## src/mem_power_map.svh

```systemverilog
// Named constants for the memory cabinet power sequencer.
// Assumes a 100 MHz system clock and an AXI4-Lite register port.
`ifndef MEM_POWER_MAP_SVH
`define MEM_POWER_MAP_SVH

// Clock period and the length of one slow timing tick, in ns.
`define CLK_PERIOD_NS     10
`define MS_NS             1000000

// Sequencing times in milliseconds, counted on the slow tick.
`define LAMP_DELAY_MS     12'h0dc
`define DRIVE_HOLD_MS     12'h190
`define RECYCLE_MS        12'hfa0
`define FLASH_HALF_MS     12'h1f4

// Memory cycle length in ns and its count in clocks, and the restart pulse length in clocks.
`define MEM_CYCLE_NS      1200
`define MEM_CYCLE_CLKS    (`MEM_CYCLE_NS / `CLK_PERIOD_NS)
`define RESET_PULSE_CLKS  3'h4

// Register byte offsets on the low address byte.
`define REG_CONTROL       8'h00
`define REG_STATUS        8'h04
`define REG_EVENTS        8'h08

// Control fields and reset value.
`define CTL_MEM_ENABLE    0
`define CTL_SOFT_OFF      1
`define CONTROL_RESET     2'h1

// Sticky event fields.
`define EVT_THERMAL       0
`define EVT_DOOR          1
`define EVT_SUPPLY        2
`define EVT_BIAS          3

// Bus responses.
`define RESP_OKAY         2'h0
`define RESP_SLVERR       2'h2

`endif

```

## src/mem_power_pkg.sv

```systemverilog
// Types shared by the power sequencer files.
// Assumes mem_power_map.svh supplies every timing and register constant; the state encodings are set here.
package mem_power_pkg;

  typedef enum logic [1:0] {
    PWR_OFF  = 2'b00,
    PWR_ON   = 2'b01,
    PWR_HOLD = 2'b10
  } powerState_t;

  typedef enum logic [1:0] {
    HALF_IDLE    = 2'b00,
    HALF_RUN     = 2'b01,
    HALF_RECOVER = 2'b10
  } halfState_t;

  // Asynchronous pin inputs, all synchronised together.
  typedef struct packed {
    logic       busPowerOn_n;
    logic       busEmergencyOff_n;
    logic       localSwitchOn;
    logic [1:0] supplyLowTop_n;
    logic       supplyLowBottom_n;
    logic       lineAcOk;
    logic [3:0] coolingOk;
    logic [1:0] doorClosed;
    logic       interlockBypass;
    logic       biasReturnSense;
    logic       driverPresent;
  } pins_t;

  typedef struct packed {
    logic        awvalid;
    logic [31:0] awaddr;
    logic        wvalid;
    logic [31:0] wdata;
    logic [3:0]  wstrb;
    logic        bready;
    logic        arvalid;
    logic [31:0] araddr;
    logic        rready;
  } axiReq_t;

  typedef struct packed {
    logic        awready;
    logic        wready;
    logic        bvalid;
    logic [1:0]  bresp;
    logic        arready;
    logic        rvalid;
    logic [31:0] rdata;
    logic [1:0]  rresp;
  } axiRsp_t;

  // Live state shown in the status register, low half of the word.
  typedef struct packed {
    logic [15:0] zero;
    powerState_t powerState;
    logic        stackChargeWindow;
    logic        drivePowerGood;
    logic        biasFail;
    logic        rightClear;
    logic        leftClear;
    logic        overtempLamp;
    logic        switchedOnLamp;
    logic        thermalFault;
    logic        contactorCoil;
    logic        contactorDrive;
    logic        lockoutActive;
    logic        offLatch;
    logic        permit;
    logic        powerRequest;
  } status_t;

endpackage

```

## src/mem_power_sequencer.sv

```systemverilog
// Power sequencing and power-fail protection for a core-memory cabinet.
// Assumes async pins, same-clock memory requests and an AXI4-Lite master.
`include "mem_power_map.svh"
`timescale 1ns/10ps
module mem_power_sequencer #(
  parameter int MS_CYCLES = `MS_NS / `CLK_PERIOD_NS
) (
  input  wire logic                   sys_clk,
  input  wire logic                   rst,
  input  wire logic                   ce,
  input  wire mem_power_pkg::pins_t   pins,
  input  wire logic [1:0]             memReq,
  input  wire logic [1:0]             memWrite,
  input  wire mem_power_pkg::axiReq_t axiReq,
  output mem_power_pkg::axiRsp_t      axiRsp,
  output logic                        contactorCoil,
  output logic                        switchedOnLamp,
  output logic                        overtempLamp,
  output logic                        leftHalfFailClear,
  output logic                        rightHalfFailClear,
  output logic                        stackFailClear_n,
  output logic                        drivePowerGood,
  output logic                        driverLowVoltage_n,
  output logic                        inhibitPowerFail_n,
  output logic                        stackChargeWindow,
  output logic [1:0]                  memBusy,
  output logic [1:0]                  memDone,
  output logic [1:0]                  memAbort,
  output logic [1:0]                  halfReset
);

  mem_power_pkg::pins_t      pinSync;
  mem_power_pkg::powerState_t state_r;
  mem_power_pkg::powerState_t state_nxt;
  mem_power_pkg::status_t    status;

  logic [16:0] msCount_r;
  logic        msTick_r;
  logic [11:0] lampCnt_r;
  logic [11:0] holdCnt_r;
  logic [11:0] lockCnt_r;
  logic [11:0] flashCnt_r;
  logic        flash_r;
  logic        offLatch_r;
  logic        permit_r;
  logic        thermal_r;
  logic [1:0]  control_r;
  logic [3:0]  events_r;
  logic [1:0]  charge;

  // Pin inputs pass two flops before any logic looks at them.
  pin_sync #(
    .WIDTH ($bits(mem_power_pkg::pins_t))
  ) u_pin_sync (
    .sys_clk (sys_clk),
    .rst     (rst),
    .ce      (ce),
    .pinIn   (pins),
    .pinSync (pinSync)
  );

  // Slow tick: one pulse per millisecond from the fast clock.
  always_ff @(posedge sys_clk or posedge rst) begin
    if (rst) begin
      msCount_r <= 17'h0_0000;
      msTick_r  <= 1'b0;
    end else if (ce) begin
      msTick_r  <= msCount_r == 17'(MS_CYCLES - 1);
      msCount_r <= (msCount_r == 17'(MS_CYCLES - 1)) ? 17'h0_0000
                                                     : msCount_r + 17'h0_0001;
    end
  end

  // Decoded pin levels, active high from here on.
  wire busPowerRequest = ~pinSync.busPowerOn_n;
  wire emergencyOff    = ~pinSync.busEmergencyOff_n;
  wire bypass          = pinSync.interlockBypass;
  wire airFault        = ~&pinSync.coolingOk;
  wire doorOpen        = ~&pinSync.doorClosed;
  wire lineOk          = pinSync.lineAcOk;

  wire powerRequest = busPowerRequest & pinSync.localSwitchOn;

  wire thermalTrip = thermal_r & ~bypass;
  wire doorTrip = doorOpen & ~bypass;

  wire permit = powerRequest & ~emergencyOff & ~thermalTrip & ~doorTrip &
                ~control_r[`CTL_SOFT_OFF];

  wire turnOn = offLatch_r & permit;

  wire lockDone   = lockCnt_r == 12'h000;
  wire permitFall = permit_r & ~permit;

  // Off-state latch and recycle lockout. The latch is held at zero
  // while permit is low so a permit glitch cannot skip the lockout.
  always_ff @(posedge sys_clk or posedge rst) begin
    if (rst) begin
      offLatch_r <= 1'b1;
      permit_r   <= 1'b0;
      lockCnt_r  <= 12'h000;
    end else if (ce) begin
      permit_r <= permit;
      offLatch_r <= permit & (offLatch_r | lockDone);
      if (permitFall) begin
        lockCnt_r <= `RECYCLE_MS;
      end else if (msTick_r && !lockDone) begin
        lockCnt_r <= lockCnt_r - 12'h001;
      end
    end
  end

  // Contactor state: off, driven, or holding after permit fell.
  always_comb begin
    state_nxt = state_r;
    case (state_r)
      mem_power_pkg::PWR_OFF: begin
        if (turnOn && lineOk) begin
          state_nxt = mem_power_pkg::PWR_ON;
        end
      end
      mem_power_pkg::PWR_ON: begin
        if (!turnOn) begin
          state_nxt = mem_power_pkg::PWR_HOLD;
        end
      end
      mem_power_pkg::PWR_HOLD: begin
        if (holdCnt_r == 12'h000) begin
          state_nxt = mem_power_pkg::PWR_OFF;
        end
      end
      default: state_nxt = mem_power_pkg::PWR_OFF;
    endcase
    if (!lineOk) begin
      state_nxt = mem_power_pkg::PWR_OFF;
    end
  end

  wire contactorDrive = state_r != mem_power_pkg::PWR_OFF;

  // The hold timer restarts on each entry, so a fresh permit fall
  // gets the full delay before the coil drops, unless lineOk falls first.
  always_ff @(posedge sys_clk or posedge rst) begin
    if (rst) begin
      state_r       <= mem_power_pkg::PWR_OFF;
      holdCnt_r     <= 12'h000;
      contactorCoil <= 1'b0;
    end else if (ce) begin
      state_r <= state_nxt;
      if (state_r != mem_power_pkg::PWR_HOLD) begin
        holdCnt_r <= `DRIVE_HOLD_MS;
      end else if (msTick_r && holdCnt_r != 12'h000) begin
        holdCnt_r <= holdCnt_r - 12'h001;
      end
      contactorCoil <= (state_nxt != mem_power_pkg::PWR_OFF) & lineOk;
    end
  end

  // Thermal latch: a brief air-flow dropout still trips the cabinet,
  // and it only clears once everything is off and the air is back.
  always_ff @(posedge sys_clk or posedge rst) begin
    if (rst) begin
      thermal_r    <= 1'b0;
      overtempLamp <= 1'b0;
    end else if (ce) begin
      if (airFault) begin
        thermal_r <= 1'b1;
      end else if (!contactorDrive && !contactorCoil) begin
        thermal_r <= 1'b0;
      end
      overtempLamp <= thermal_r | airFault;
    end
  end

  // Switched-on lamp delay and the maintenance flash.
  always_ff @(posedge sys_clk or posedge rst) begin
    if (rst) begin
      lampCnt_r      <= `LAMP_DELAY_MS;
      flashCnt_r     <= `FLASH_HALF_MS;
      flash_r        <= 1'b0;
      switchedOnLamp <= 1'b0;
    end else if (ce) begin
      if (!pinSync.localSwitchOn) begin
        lampCnt_r <= `LAMP_DELAY_MS;
      end else if (msTick_r && lampCnt_r != 12'h000) begin
        lampCnt_r <= lampCnt_r - 12'h001;
      end
      if (msTick_r) begin
        flashCnt_r <= (flashCnt_r == 12'h000) ? `FLASH_HALF_MS
                                              : flashCnt_r - 12'h001;
        flash_r    <= flash_r ^ (flashCnt_r == 12'h000);
      end
      switchedOnLamp <= pinSync.localSwitchOn & (lampCnt_r == 12'h000) &
                        (~bypass | flash_r);
    end
  end

  // Supply and bias detection, active high.
  wire leftClear  = ~&pinSync.supplyLowTop_n;
  wire rightClear = ~pinSync.supplyLowBottom_n;
  wire biasFail   = ~pinSync.biasReturnSense;
  wire inhibitOk  = ~leftClear & ~rightClear & ~biasFail;

  // Protection outputs. These are registered once more than the
  // timers see the clears, trading one cycle for clean pins.
  always_ff @(posedge sys_clk or posedge rst) begin
    if (rst) begin
      leftHalfFailClear  <= 1'b1;
      rightHalfFailClear <= 1'b1;
      stackFailClear_n   <= 1'b0;
      drivePowerGood     <= 1'b0;
      driverLowVoltage_n <= 1'b1;
      inhibitPowerFail_n <= 1'b0;
      stackChargeWindow  <= 1'b0;
    end else if (ce) begin
      leftHalfFailClear  <= leftClear;
      rightHalfFailClear <= rightClear;
      stackFailClear_n   <= ~(leftClear | rightClear);
      drivePowerGood     <= inhibitOk;
      driverLowVoltage_n <= ~(inhibitOk & pinSync.driverPresent);
      inhibitPowerFail_n <= inhibitOk & pinSync.driverPresent;
      stackChargeWindow  <= |charge;
    end
  end

  half_cycle_timer u_left (
    .sys_clk    (sys_clk),
    .rst        (rst),
    .ce         (ce),
    .failClear  (leftClear | biasFail),
    .enable     (control_r[`CTL_MEM_ENABLE]),
    .req        (memReq[0]),
    .write      (memWrite[0]),
    .busy       (memBusy[0]),
    .done       (memDone[0]),
    .abort      (memAbort[0]),
    .resetPulse (halfReset[0]),
    .charge     (charge[0])
  );

  half_cycle_timer u_right (
    .sys_clk    (sys_clk),
    .rst        (rst),
    .ce         (ce),
    .failClear  (rightClear | biasFail),
    .enable     (control_r[`CTL_MEM_ENABLE]),
    .req        (memReq[1]),
    .write      (memWrite[1]),
    .busy       (memBusy[1]),
    .done       (memDone[1]),
    .abort      (memAbort[1]),
    .resetPulse (halfReset[1]),
    .charge     (charge[1])
  );

  // Status word, built from live state.
  assign status = '{
    zero:              16'h0000,
    powerState:        state_r,
    stackChargeWindow: stackChargeWindow,
    drivePowerGood:    drivePowerGood,
    biasFail:          biasFail,
    rightClear:        rightClear,
    leftClear:         leftClear,
    overtempLamp:      overtempLamp,
    switchedOnLamp:    switchedOnLamp,
    thermalFault:      thermal_r,
    contactorCoil:     contactorCoil,
    contactorDrive:    contactorDrive,
    lockoutActive:     ~lockDone,
    offLatch:          offLatch_r,
    permit:            permit_r,
    powerRequest:      powerRequest
  };

  // AXI4-Lite slave. Address and data are captured independently and
  // the write lands one cycle after both are held.
  logic        awHeld_r;
  logic        wHeld_r;
  logic [7:0]  awAddr_r;
  logic [31:0] wData_r;
  logic [3:0]  wStrb_r;
  logic        awReady_r;
  logic        wReady_r;
  logic        bValid_r;
  logic [1:0]  bResp_r;
  logic        arReady_r;
  logic        rValid_r;
  logic [31:0] rData_r;
  logic [1:0]  rResp_r;

  wire awTake  = axiReq.awvalid & awReady_r;
  wire wTake   = axiReq.wvalid & wReady_r;
  wire doWrite = awHeld_r & wHeld_r & ~bValid_r;
  wire arTake  = axiReq.arvalid & arReady_r;

  wire awHeldNxt = ~doWrite & (awHeld_r | awTake);
  wire wHeldNxt  = ~doWrite & (wHeld_r | wTake);
  wire bValidNxt = doWrite | (bValid_r & ~axiReq.bready);
  wire rValidNxt = arTake | (rValid_r & ~axiReq.rready);

  wire wrControl = doWrite & (awAddr_r == `REG_CONTROL);
  wire wrStatus  = doWrite & (awAddr_r == `REG_STATUS);
  wire wrEvents  = doWrite & (awAddr_r == `REG_EVENTS);
  wire wrMapped  = wrControl | wrStatus | wrEvents;

  wire [7:0] rdAddr = axiReq.araddr[7:0];
  wire rdMapped = (rdAddr == `REG_CONTROL) | (rdAddr == `REG_STATUS) |
                  (rdAddr == `REG_EVENTS);
  wire [31:0] rdMux =
      (rdAddr == `REG_CONTROL) ? {30'h0000_0000, control_r} :
      (rdAddr == `REG_STATUS)  ? status :
      (rdAddr == `REG_EVENTS)  ? {28'h000_0000, events_r} : 32'h0000_0000;

  // Hardware events; a set in the clearing cycle survives the clear.
  wire [3:0] eventSet = {biasFail, leftClear | rightClear,
                         doorOpen & contactorDrive, airFault};
  wire [3:0] eventClr = (wrEvents & wStrb_r[0]) ? wData_r[3:0] : 4'h0;

  always_ff @(posedge sys_clk or posedge rst) begin
    if (rst) begin
      awHeld_r  <= 1'b0;
      wHeld_r   <= 1'b0;
      awAddr_r  <= 8'h00;
      wData_r   <= 32'h0000_0000;
      wStrb_r   <= 4'h0;
      awReady_r <= 1'b1;
      wReady_r  <= 1'b1;
      bValid_r  <= 1'b0;
      bResp_r   <= `RESP_OKAY;
      arReady_r <= 1'b1;
      rValid_r  <= 1'b0;
      rData_r   <= 32'h0000_0000;
      rResp_r   <= `RESP_OKAY;
      control_r <= `CONTROL_RESET;
      events_r  <= 4'h0;
    end else if (ce) begin
      awHeld_r  <= awHeldNxt;
      wHeld_r   <= wHeldNxt;
      awReady_r <= ~awHeldNxt & ~bValidNxt;
      wReady_r  <= ~wHeldNxt & ~bValidNxt;
      bValid_r  <= bValidNxt;
      arReady_r <= ~rValidNxt;
      rValid_r  <= rValidNxt;
      if (awTake) begin
        awAddr_r <= axiReq.awaddr[7:0];
      end
      if (wTake) begin
        wData_r <= axiReq.wdata;
        wStrb_r <= axiReq.wstrb;
      end
      if (doWrite) begin
        bResp_r <= wrMapped ? `RESP_OKAY : `RESP_SLVERR;
      end
      if (wrControl && wStrb_r[0]) begin
        control_r <= wData_r[1:0];
      end
      events_r <= (events_r & ~eventClr) | eventSet;
      if (arTake) begin
        rData_r <= rdMux;
        rResp_r <= rdMapped ? `RESP_OKAY : `RESP_SLVERR;
      end
    end
  end

  assign axiRsp = '{
    awready: awReady_r,
    wready:  wReady_r,
    bvalid:  bValid_r,
    bresp:   bResp_r,
    arready: arReady_r,
    rvalid:  rValid_r,
    rdata:   rData_r,
    rresp:   rResp_r
  };

endmodule

```

## src/pin_sync.sv

```systemverilog
// Two-flop synchroniser for a group of pin inputs.
// Assumes the pins change slowly relative to the clock.
`timescale 1ns/10ps
module pin_sync #(
  parameter int WIDTH = 1
) (
  input  wire logic             sys_clk,
  input  wire logic             rst,
  input  wire logic             ce,
  input  wire logic [WIDTH-1:0] pinIn,
  output logic      [WIDTH-1:0] pinSync
);

  logic [WIDTH-1:0] stage1_r;

  // Only the second stage is read outside this module.
  always_ff @(posedge sys_clk or posedge rst) begin
    if (rst) begin
      stage1_r <= '0;
      pinSync  <= '0;
    end else if (ce) begin
      stage1_r <= pinIn;
      pinSync  <= stage1_r;
    end
  end

endmodule

```

## src/half_cycle_timer.sv

```systemverilog
// Cycle timing for one stack half, with fail clear and restart pulse.
// Assumes req and write come from logic on the same clock.
`include "mem_power_map.svh"
`timescale 1ns/10ps
module half_cycle_timer (
  input  wire logic sys_clk,
  input  wire logic rst,
  input  wire logic ce,
  input  wire logic failClear,
  input  wire logic enable,
  input  wire logic req,
  input  wire logic write,
  output logic      busy,
  output logic      done,
  output logic      abort,
  output logic      resetPulse,
  output logic      charge
);

  mem_power_pkg::halfState_t state_r;
  mem_power_pkg::halfState_t state_nxt;
  logic [6:0] cnt_r;
  logic [6:0] cnt_nxt;
  logic       start;
  logic       finish;

  // A start needs no clear, no restart pulse and an idle timer.
  assign start  = req & enable & ~failClear &
                  (state_r == mem_power_pkg::HALF_IDLE);
  assign finish = (state_r != mem_power_pkg::HALF_IDLE) & (cnt_r == 7'h00);

  // Next state; a clear overrides everything and parks the timer.
  always_comb begin
    state_nxt = state_r;
    cnt_nxt   = cnt_r;
    case (state_r)
      mem_power_pkg::HALF_IDLE: begin
        if (start) begin
          state_nxt = mem_power_pkg::HALF_RUN;
          cnt_nxt   = 7'(`MEM_CYCLE_CLKS - 1);
        end
      end
      mem_power_pkg::HALF_RUN, mem_power_pkg::HALF_RECOVER: begin
        cnt_nxt = cnt_r - 7'h01;
        if (finish) begin
          state_nxt = mem_power_pkg::HALF_IDLE;
          cnt_nxt   = 7'h00;
        end
      end
      default: state_nxt = mem_power_pkg::HALF_IDLE;
    endcase
    if (failClear) begin
      state_nxt = mem_power_pkg::HALF_RECOVER;
      cnt_nxt   = 7'({4'h0, `RESET_PULSE_CLKS} - 7'h01);
    end
  end

  // Outputs are flops so the top can drive its pins from them directly.
  always_ff @(posedge sys_clk or posedge rst) begin
    if (rst) begin
      state_r    <= mem_power_pkg::HALF_IDLE;
      cnt_r      <= 7'h00;
      busy       <= 1'b0;
      done       <= 1'b0;
      abort      <= 1'b0;
      resetPulse <= 1'b0;
      charge     <= 1'b0;
    end else if (ce) begin
      state_r    <= state_nxt;
      cnt_r      <= cnt_nxt;
      busy       <= state_nxt == mem_power_pkg::HALF_RUN;
      done       <= (state_r == mem_power_pkg::HALF_RUN) & finish & ~failClear;
      abort      <= (state_r == mem_power_pkg::HALF_RUN) & failClear;
      resetPulse <= state_nxt == mem_power_pkg::HALF_RECOVER;
      charge     <= (state_nxt == mem_power_pkg::HALF_RUN) &
                    (start ? write : charge);
    end
  end

endmodule

```

## config.mk

```make
export PLATFORM = sky130hd
export DESIGN_NAME = mem_power_sequencer
export DESIGN_NICKNAME = d
export VERILOG_FILES = /design/src/mem_power_pkg.sv /design/src/mem_power_sequencer.sv /design/src/pin_sync.sv /design/src/half_cycle_timer.sv
export VERILOG_INCLUDE_DIRS = /design/src
export SDC_FILE = /design/constraint.sdc
export NUM_CORES = 1
export LEC_CHECK = 0
export ABC_AREA = 1
export BUFFER_PORTS_ARGS = -buffer_cell sky130_fd_sc_hd__buf_4
export CAP_MARGIN = 20
export CORE_ASPECT_RATIO = 1.2
export CORE_MARGIN = 10
export CORE_UTILIZATION = 51
export DETAILED_ROUTE_END_ITERATION = 16
export GPL_ROUTABILITY_DRIVEN = 0
export PLACE_DENSITY = 0.77
export SYNTH_ARGS = -nofsm -noshare
export SYNTH_HDL_FRONTEND = slang
export SYNTH_SLANG_ARGS = --single-unit
export TNS_END_PERCENT = 10
```

## constraint.sdc

```tcl
create_clock -name sys_clk -period 6.8 [get_ports sys_clk]
set_input_delay 1.36 -clock sys_clk [delete_from_list [all_inputs] [get_ports sys_clk]]
set_output_delay 1.36 -clock sys_clk [all_outputs]
set_load 0.05 [all_outputs]
```

==> Word-level counts from Yosys, hierarchy flattened <==
Index checks and enable logic that the tools add are counted.
{ "totals": {"regBits": 204, "out_inout_bits": 59, "wordCells": 256} }
{ "op_classes": {"n_addsub": 7, "n_eq_ne": 20, "muxes": 39, "bitwise": 87, "n_reduce_logical": 51} }
{ "ops": {"columns": ["cell", "n"], "rows": [
  ["two-way mux 12 bit", 7],
  ["bitwise AND 1 bit", 48],
  ["zero test 12 bit", 4],
  ["subtractor 12 x 1 -> 12 bit, second input constant", 4],
  ["two-way mux 7 bit", 6],
  ["two-way mux 16 bit", 2],
  ["case mux 7 bit (2 select lines)", 2],
  ["two-way mux 2 bit", 12],
  ["AND reduction 2 bit", 12],
  ["nonzero test 12 bit", 2],
  ["inverter 1 bit", 21],
  ["adder 17 x 1 -> 17 bit, second input constant", 1],
  ["== test 17 bit, second input constant", 1],
  ["two-way mux 17 bit", 1],
  ["== test 8 x 3 -> 1 bit, second input constant", 2],
  ["== test 8 x 4 -> 1 bit, second input constant", 2],
  ["zero test 8 bit", 2],
  ["zero test 7 bit", 2],
  ["bitwise OR 1 bit", 14],
  ["subtractor 7 x 1 -> 7 bit, second input constant", 2],
  ["nonzero test 2 bit", 6],
  ["== test 2 x 1 -> 1 bit, second input constant", 5],
  ["== test 2 bit, second input constant", 5],
  ["two-way mux 4 bit", 2],
  ["other kinds (17)", 39]
]} }

==> Depth between registers and ports, before layout <==
{ "logic_depth": {"depth_word": 13, "depth_mapped": 11, "mapped_depth_nobuf": 11} }

==> Cells and area by module <==
Synthesis repeated with hierarchy kept, for this count alone.
{ "unflattened": {"cells_unflattened": 1320, "area_unflattened_um2": 10121.0} }
{ "modules_own_cells": {"columns": ["mod", "n_inst", "cells_per_inst", "area_each_um2", "seq_area_each_um2"], "rows": [
  ["mem_power_sequencer", 1, 932, 6950.4, 3176.8],
  ["pin_sync", 1, 137, 1310.0, 800.8],
  ["half_cycle_timer at u_right", 1, 126, 977.2, 350.3],
  ["half_cycle_timer at u_left", 1, 125, 883.3, 350.3]
]} }

==> Worst setup path before layout <==
Ideal clock, no wire load.
{ "synth_timing": {"path_type": "input-to-reg", "start": "input port axiReq[2] (netlist name)", "end": "register rData_r[2]", "setup_time_ns": 0.066, "arrival_time_ns": 2.180, "setup_slack_ns": 4.554, "stages": 7, "cell_sequence": "nor2_1 > inv_1 > nor3_1 > nand2_1 > o21ai_0 > o211ai_1 > nand2_1"} }
{ "synth_via": {"elab_chain_len": 4, "word_cells_on_any_way": 6, "cone_classes": "2 x eq/ne; 3 x mux; 1 x reduce/logical"} }
{ "synth_lines": {"columns": ["item", "line_no", "source"], "rows": [
  ["start, declared", "mem_power_sequencer.sv:14", "input wire mem_power_pkg::axiReq_t axiReq,"],
  ["== test 8 x 4 -> 1 bit (no line)", null, null],
  ["two-way mux 4 bit", "mem_power_sequencer.sv:313", "(rdAddr == `REG_EVENTS) ? {28'h000_0000, events_r} : 32'h0000_0000;"],
  ["two-way mux 16 bit", "mem_power_sequencer.sv:312", "(rdAddr == `REG_STATUS) ? status :"],
  ["two-way mux 16 bit (*)", "mem_power_sequencer.sv:311", "(rdAddr == `REG_CONTROL) ? {30'h0000_0000, control_r} :"],
  ["end signal, assigned", "mem_power_sequencer.sv:360", "rData_r <= rdMux;"],
  ["end, declared", "mem_power_sequencer.sv:289", "logic [31:0] rData_r;"]
]} }
Every way passes the cells marked *; elsewhere a longest branch is shown, timed or not.
A chain may end at the register's enable or synchronous reset.

==> Worst setup path in the final report <==
{ "layout_timing": {"start": "input port ce", "end": "register rData_r[11]"} }
{ "layout_via": {"elab_chain_len": 1} }
{ "layout_lines": {"columns": ["item", "line_no", "source"], "rows": [
  ["start, declared", "mem_power_sequencer.sv:10", "input wire logic ce,"],
  ["AND reduction 2 bit (no line)", null, null]
]} }
No other way between the ends.

==> metrics.cfg <==
[sta]
max_freq_mhz = 308
rsz0062_at_grt = false
tns_ps = 0
setup_viol = 0
fin_skew_ps = 8.12
fin_hold_ws_ps = 474
max_slew_margin_pct = 41.3
finalWorstSetupSlack_ps = 3550
slew_violations = 0
worstMarginPinSlew_ps = 881
hold_violations = 0
min_period_ps = 3250
period_share_pct = 47.8

[global_routing]
met2_usage_pct = 29.1
grt_use_met3_pct = 4.81
grt.busiest_layer = met2
grt_pass1_wl_um = 36300
gr-usage-all-layers_pct = 17.5
grt_pass1_vias = 7764
grt_max_degree = 71
grt_use_met1_pct = 21.3
antenna_found_initial = 0
overflow = 0

[route]
postRouteAntennaNets = 0
vias = 7904
drtIter0Drc = 566
drc = 0
vias_per_cell = 5.07
dr.pass1.iters = 5
wl_per_cell_um = 14.0
finalWirelength_um = 21800

[clock_tree]
cts_tree = done
cts_root_buffer = clkbuf_16
h-tree-depth = 4
cts_setup_buffers = 0
cts_buffer_depth = 2
cts.clk_slew.worst_paths_ps = 70
post_cts_resized = 0
numClockSinks = 186
numCtsBuffers = 17
hold_buffers = 0
clock_latency_ps = 430

[critical_path]
r2r-start = lampCnt_r[0]$_DFFE_PP0P_
regToRegSetupSlack_ps = 4800
cp.arrival_ps = 3580
worstPathCellList = buf_4, inv_2, buf_4, nor2_4, nand4_1, o21ai_0
cpMaxStageDelayCell = nand4_1
crit_type = in -> reg
cp_max_fo = 38
reg2reg_depth = 9
critPathRequiredTime_ps = 7130
crit_top_cell = buf_4
endpoint_kind = register
slowest_delay_ps = 520
r2r_end = lampCnt_r[11]$_DFFE_PP0P_
crit_path_start = ce
start_kind = primary input
endpoint = rData_r[11]$_DFFE_PP0P_

[yosys]
ys.flop_type = dfrtp_1
synth_xor_area_share_pct = 2.17
synthAdderAreaFrac_pct = 2.07
ys_seq_area_share_pct = 48.4
synth.distinct_cells = 51
synthesis.area_sq_mm = 0.00967
synth_compound_area_share_pct = 10.0
synth-simple-area-share_pct = 27.1
synth_top_area_share_pct = 43.2
synth_top_cell_by_area = dfrtp_1
ys_top_cells_by_area = dfrtp_1, nand2_1, inv_1
syn_area_per_cell_sq_um = 7.93
syn_inst = 1219
yosys_warnings = 0
synth_edf_count = 0
synthMuxAreaShare_pct = 0.207
synth-seq-cells = 186
postSynth.asyncResetShare_pct = 100
synth_top_family_by_area = simple AND/OR/NAND/NOR gates

[power_and_ir_drop]
ir_worst_vdd_mv = 0.220
powerDensity_mw_per_mm2 = 258
leakage_nw = 5.53

[floorplan]
rows = 55
core_region_area_sq_mm = 0.0187
ioPinCount = 187
die_x_um = 146
dieArea_sq_mm = 0.0249
die_y_um = 171
start_util_pct = 51.6

[cells_and_area]
num-nets-final = 1435
final_util_pct = 58.8
antenna_cells = 0
area_delta_synth_final_pct = 13.9
n_fill_cell = 1690
layout-drive-gt1-share_pct = 15.1
finalNonFillerCells = 1560

[placement]
dp_slack_ps = 3140
hpwl_um = 15600
placed_cells = 1528
port_buffers = 89

[flow_run]
maxCapViolations = 0

[worst_hold_path]
min_path_type = reg -> reg

[run_status]
status = complete, no violations

-- layer usage --
metal  routed length (um)  part of all wire (%)  vias to the layer above
li1                     -                     -                     3970
met3                 1190                   5.5                       33
met4                  478                   2.2                        0
met2                10500                    48                      209
met5                    0                     0                        -
met1                 9650                    44                     3692
-- worst min path at each step --
stage                     cells past startpoint                                  end  slack, ps                           startpoint
after floorplan                               1                awReady_r$_DFFE_PP1P_        420                 awHeld_r$_DFFE_PP0P_
after global placement                        2  u_pin_sync.stage1_r[15]$_DFFE_PP0P_        460  u_pin_sync.stage1_r[15]$_DFFE_PP0P_
after detailed placement                      2               wData_r[3]$_DFFE_PP0P_        460               wData_r[3]$_DFFE_PP0P_
after CTS                                     1                 wReady_r$_DFFE_PP1P_        470                  wHeld_r$_DFFE_PP0P_
after global routing                          2            lockCnt_r[11]$_DFFE_PP0P_        490            lockCnt_r[11]$_DFFE_PP0P_
final                                         1                 wReady_r$_DFFE_PP1P_        470                  wHeld_r$_DFFE_PP0P_
-- synth_stat cells (all sizes together) (3+ instances only) --
master and n:
xnor2 4, nand2 336, dfstp 19, nor2 136, o211ai 7, a31oi 3
a21o 3, dfrtp 167, clkbuf 9, o21bai 3, nand3 76, o21ai 131
inv 160, o22ai 4, xor2 20, nor3 23, nand3b 4, a21oi 10
ha 16, nand4 24, buf 48
-- worst max-delay path: cells and delay by family --
kind	cells	cell delay, ps
and+or+nand+nor	2	740
AOI/OAI and AO/OA	1	370
buffers and inverters	3	1080
-- sequential cells by signal, indices dropped and copies added, names as in the netlist, 2 cells and up --
name                 cells
msCount_r               17
rData_r                 16
u_pin_sync.pinSync      16
u_pin_sync.stage1_r     16
flashCnt_r              12
holdCnt_r               12
lampCnt_r               12
lockCnt_r               12
awAddr_r                 8
u_left.cnt_r             7
u_right.cnt_r            7
events_r                 4
wData_r                  4
control_r                2
state_r                  2
u_left.state_r           2
u_right.state_r          2
-- layout by cell type (no fill, tap or decap), types with 16 or more instances in the layout --
| cell type | count |
|---|---|
| buf_4 | 93 |
| nor2_1 | 126 |
| dfstp_2 | 19 |
| nor3_1 | 21 |
| inv_1 | 150 |
| ha_1 | 16 |
| nand3_1 | 75 |
| nand4_1 | 23 |
| xor2_1 | 20 |
| clkbuf_16 | 17 |
| conb_1 | 18 |
| o21ai_0 | 112 |
| nand2_1 | 324 |
| dfrtp_1 | 167 |
-- final cells by class --
| type | count | area, sq um | share of cell area (%) |
|---|---|---|---|
| Clock buffer | 21 | 460 | 4.18 |
| Timing Repair Buffer | 93 | 698 | 6.34 |
| Multi-Input combinational cell | 833 | 4080 | 37.1 |
| Sequential cell | 186 | 4680 | 42.5 |
| Clock inverter | 11 | 168 | 1.52 |
| Tap cell | 256 | 320 | 2.91 |
| Inverter | 160 | 606 | 5.50 |
-- logic make-up (layout without fill, tap and decap cells) --
| group | Yosys count | in the layout |
|---|---|---|
| fa+ha+maj | 16 | 16 |
| flops | 186 | 186 |
| simple gates | 607 | 607 |
| xor+xnor | 24 | 24 |
| mux | 2 | 2 |
| compound gates | 166 | 166 |
| buf+inv | 217 | 285 |
| other cells | 1 | 18 |
-- per-stage QoR --
stage	area (sq um)	power, W
2_1_floorplan	9730	0.00168
3_3_place_gp	10400	0.00178
3_5_place_dp	10400	0.00180
4_1_cts	11000	0.00286
5_1_grt	11000	0.00297
6_report	11000	0.00284
-- power by group --
| group | total [W] | leakage, nW | switching, W | internal, W |
|---|---|---|---|---|
| clock | 0.00105 | 0.303 | 0.000419 | 0.000635 |
| sequential | 0.00133 | 2.30 | 0.0000933 | 0.00123 |
| combinational | 0.000457 | 2.92 | 0.000315 | 0.000142 |
No activity file was read; power rests on OpenSTA's default activity.
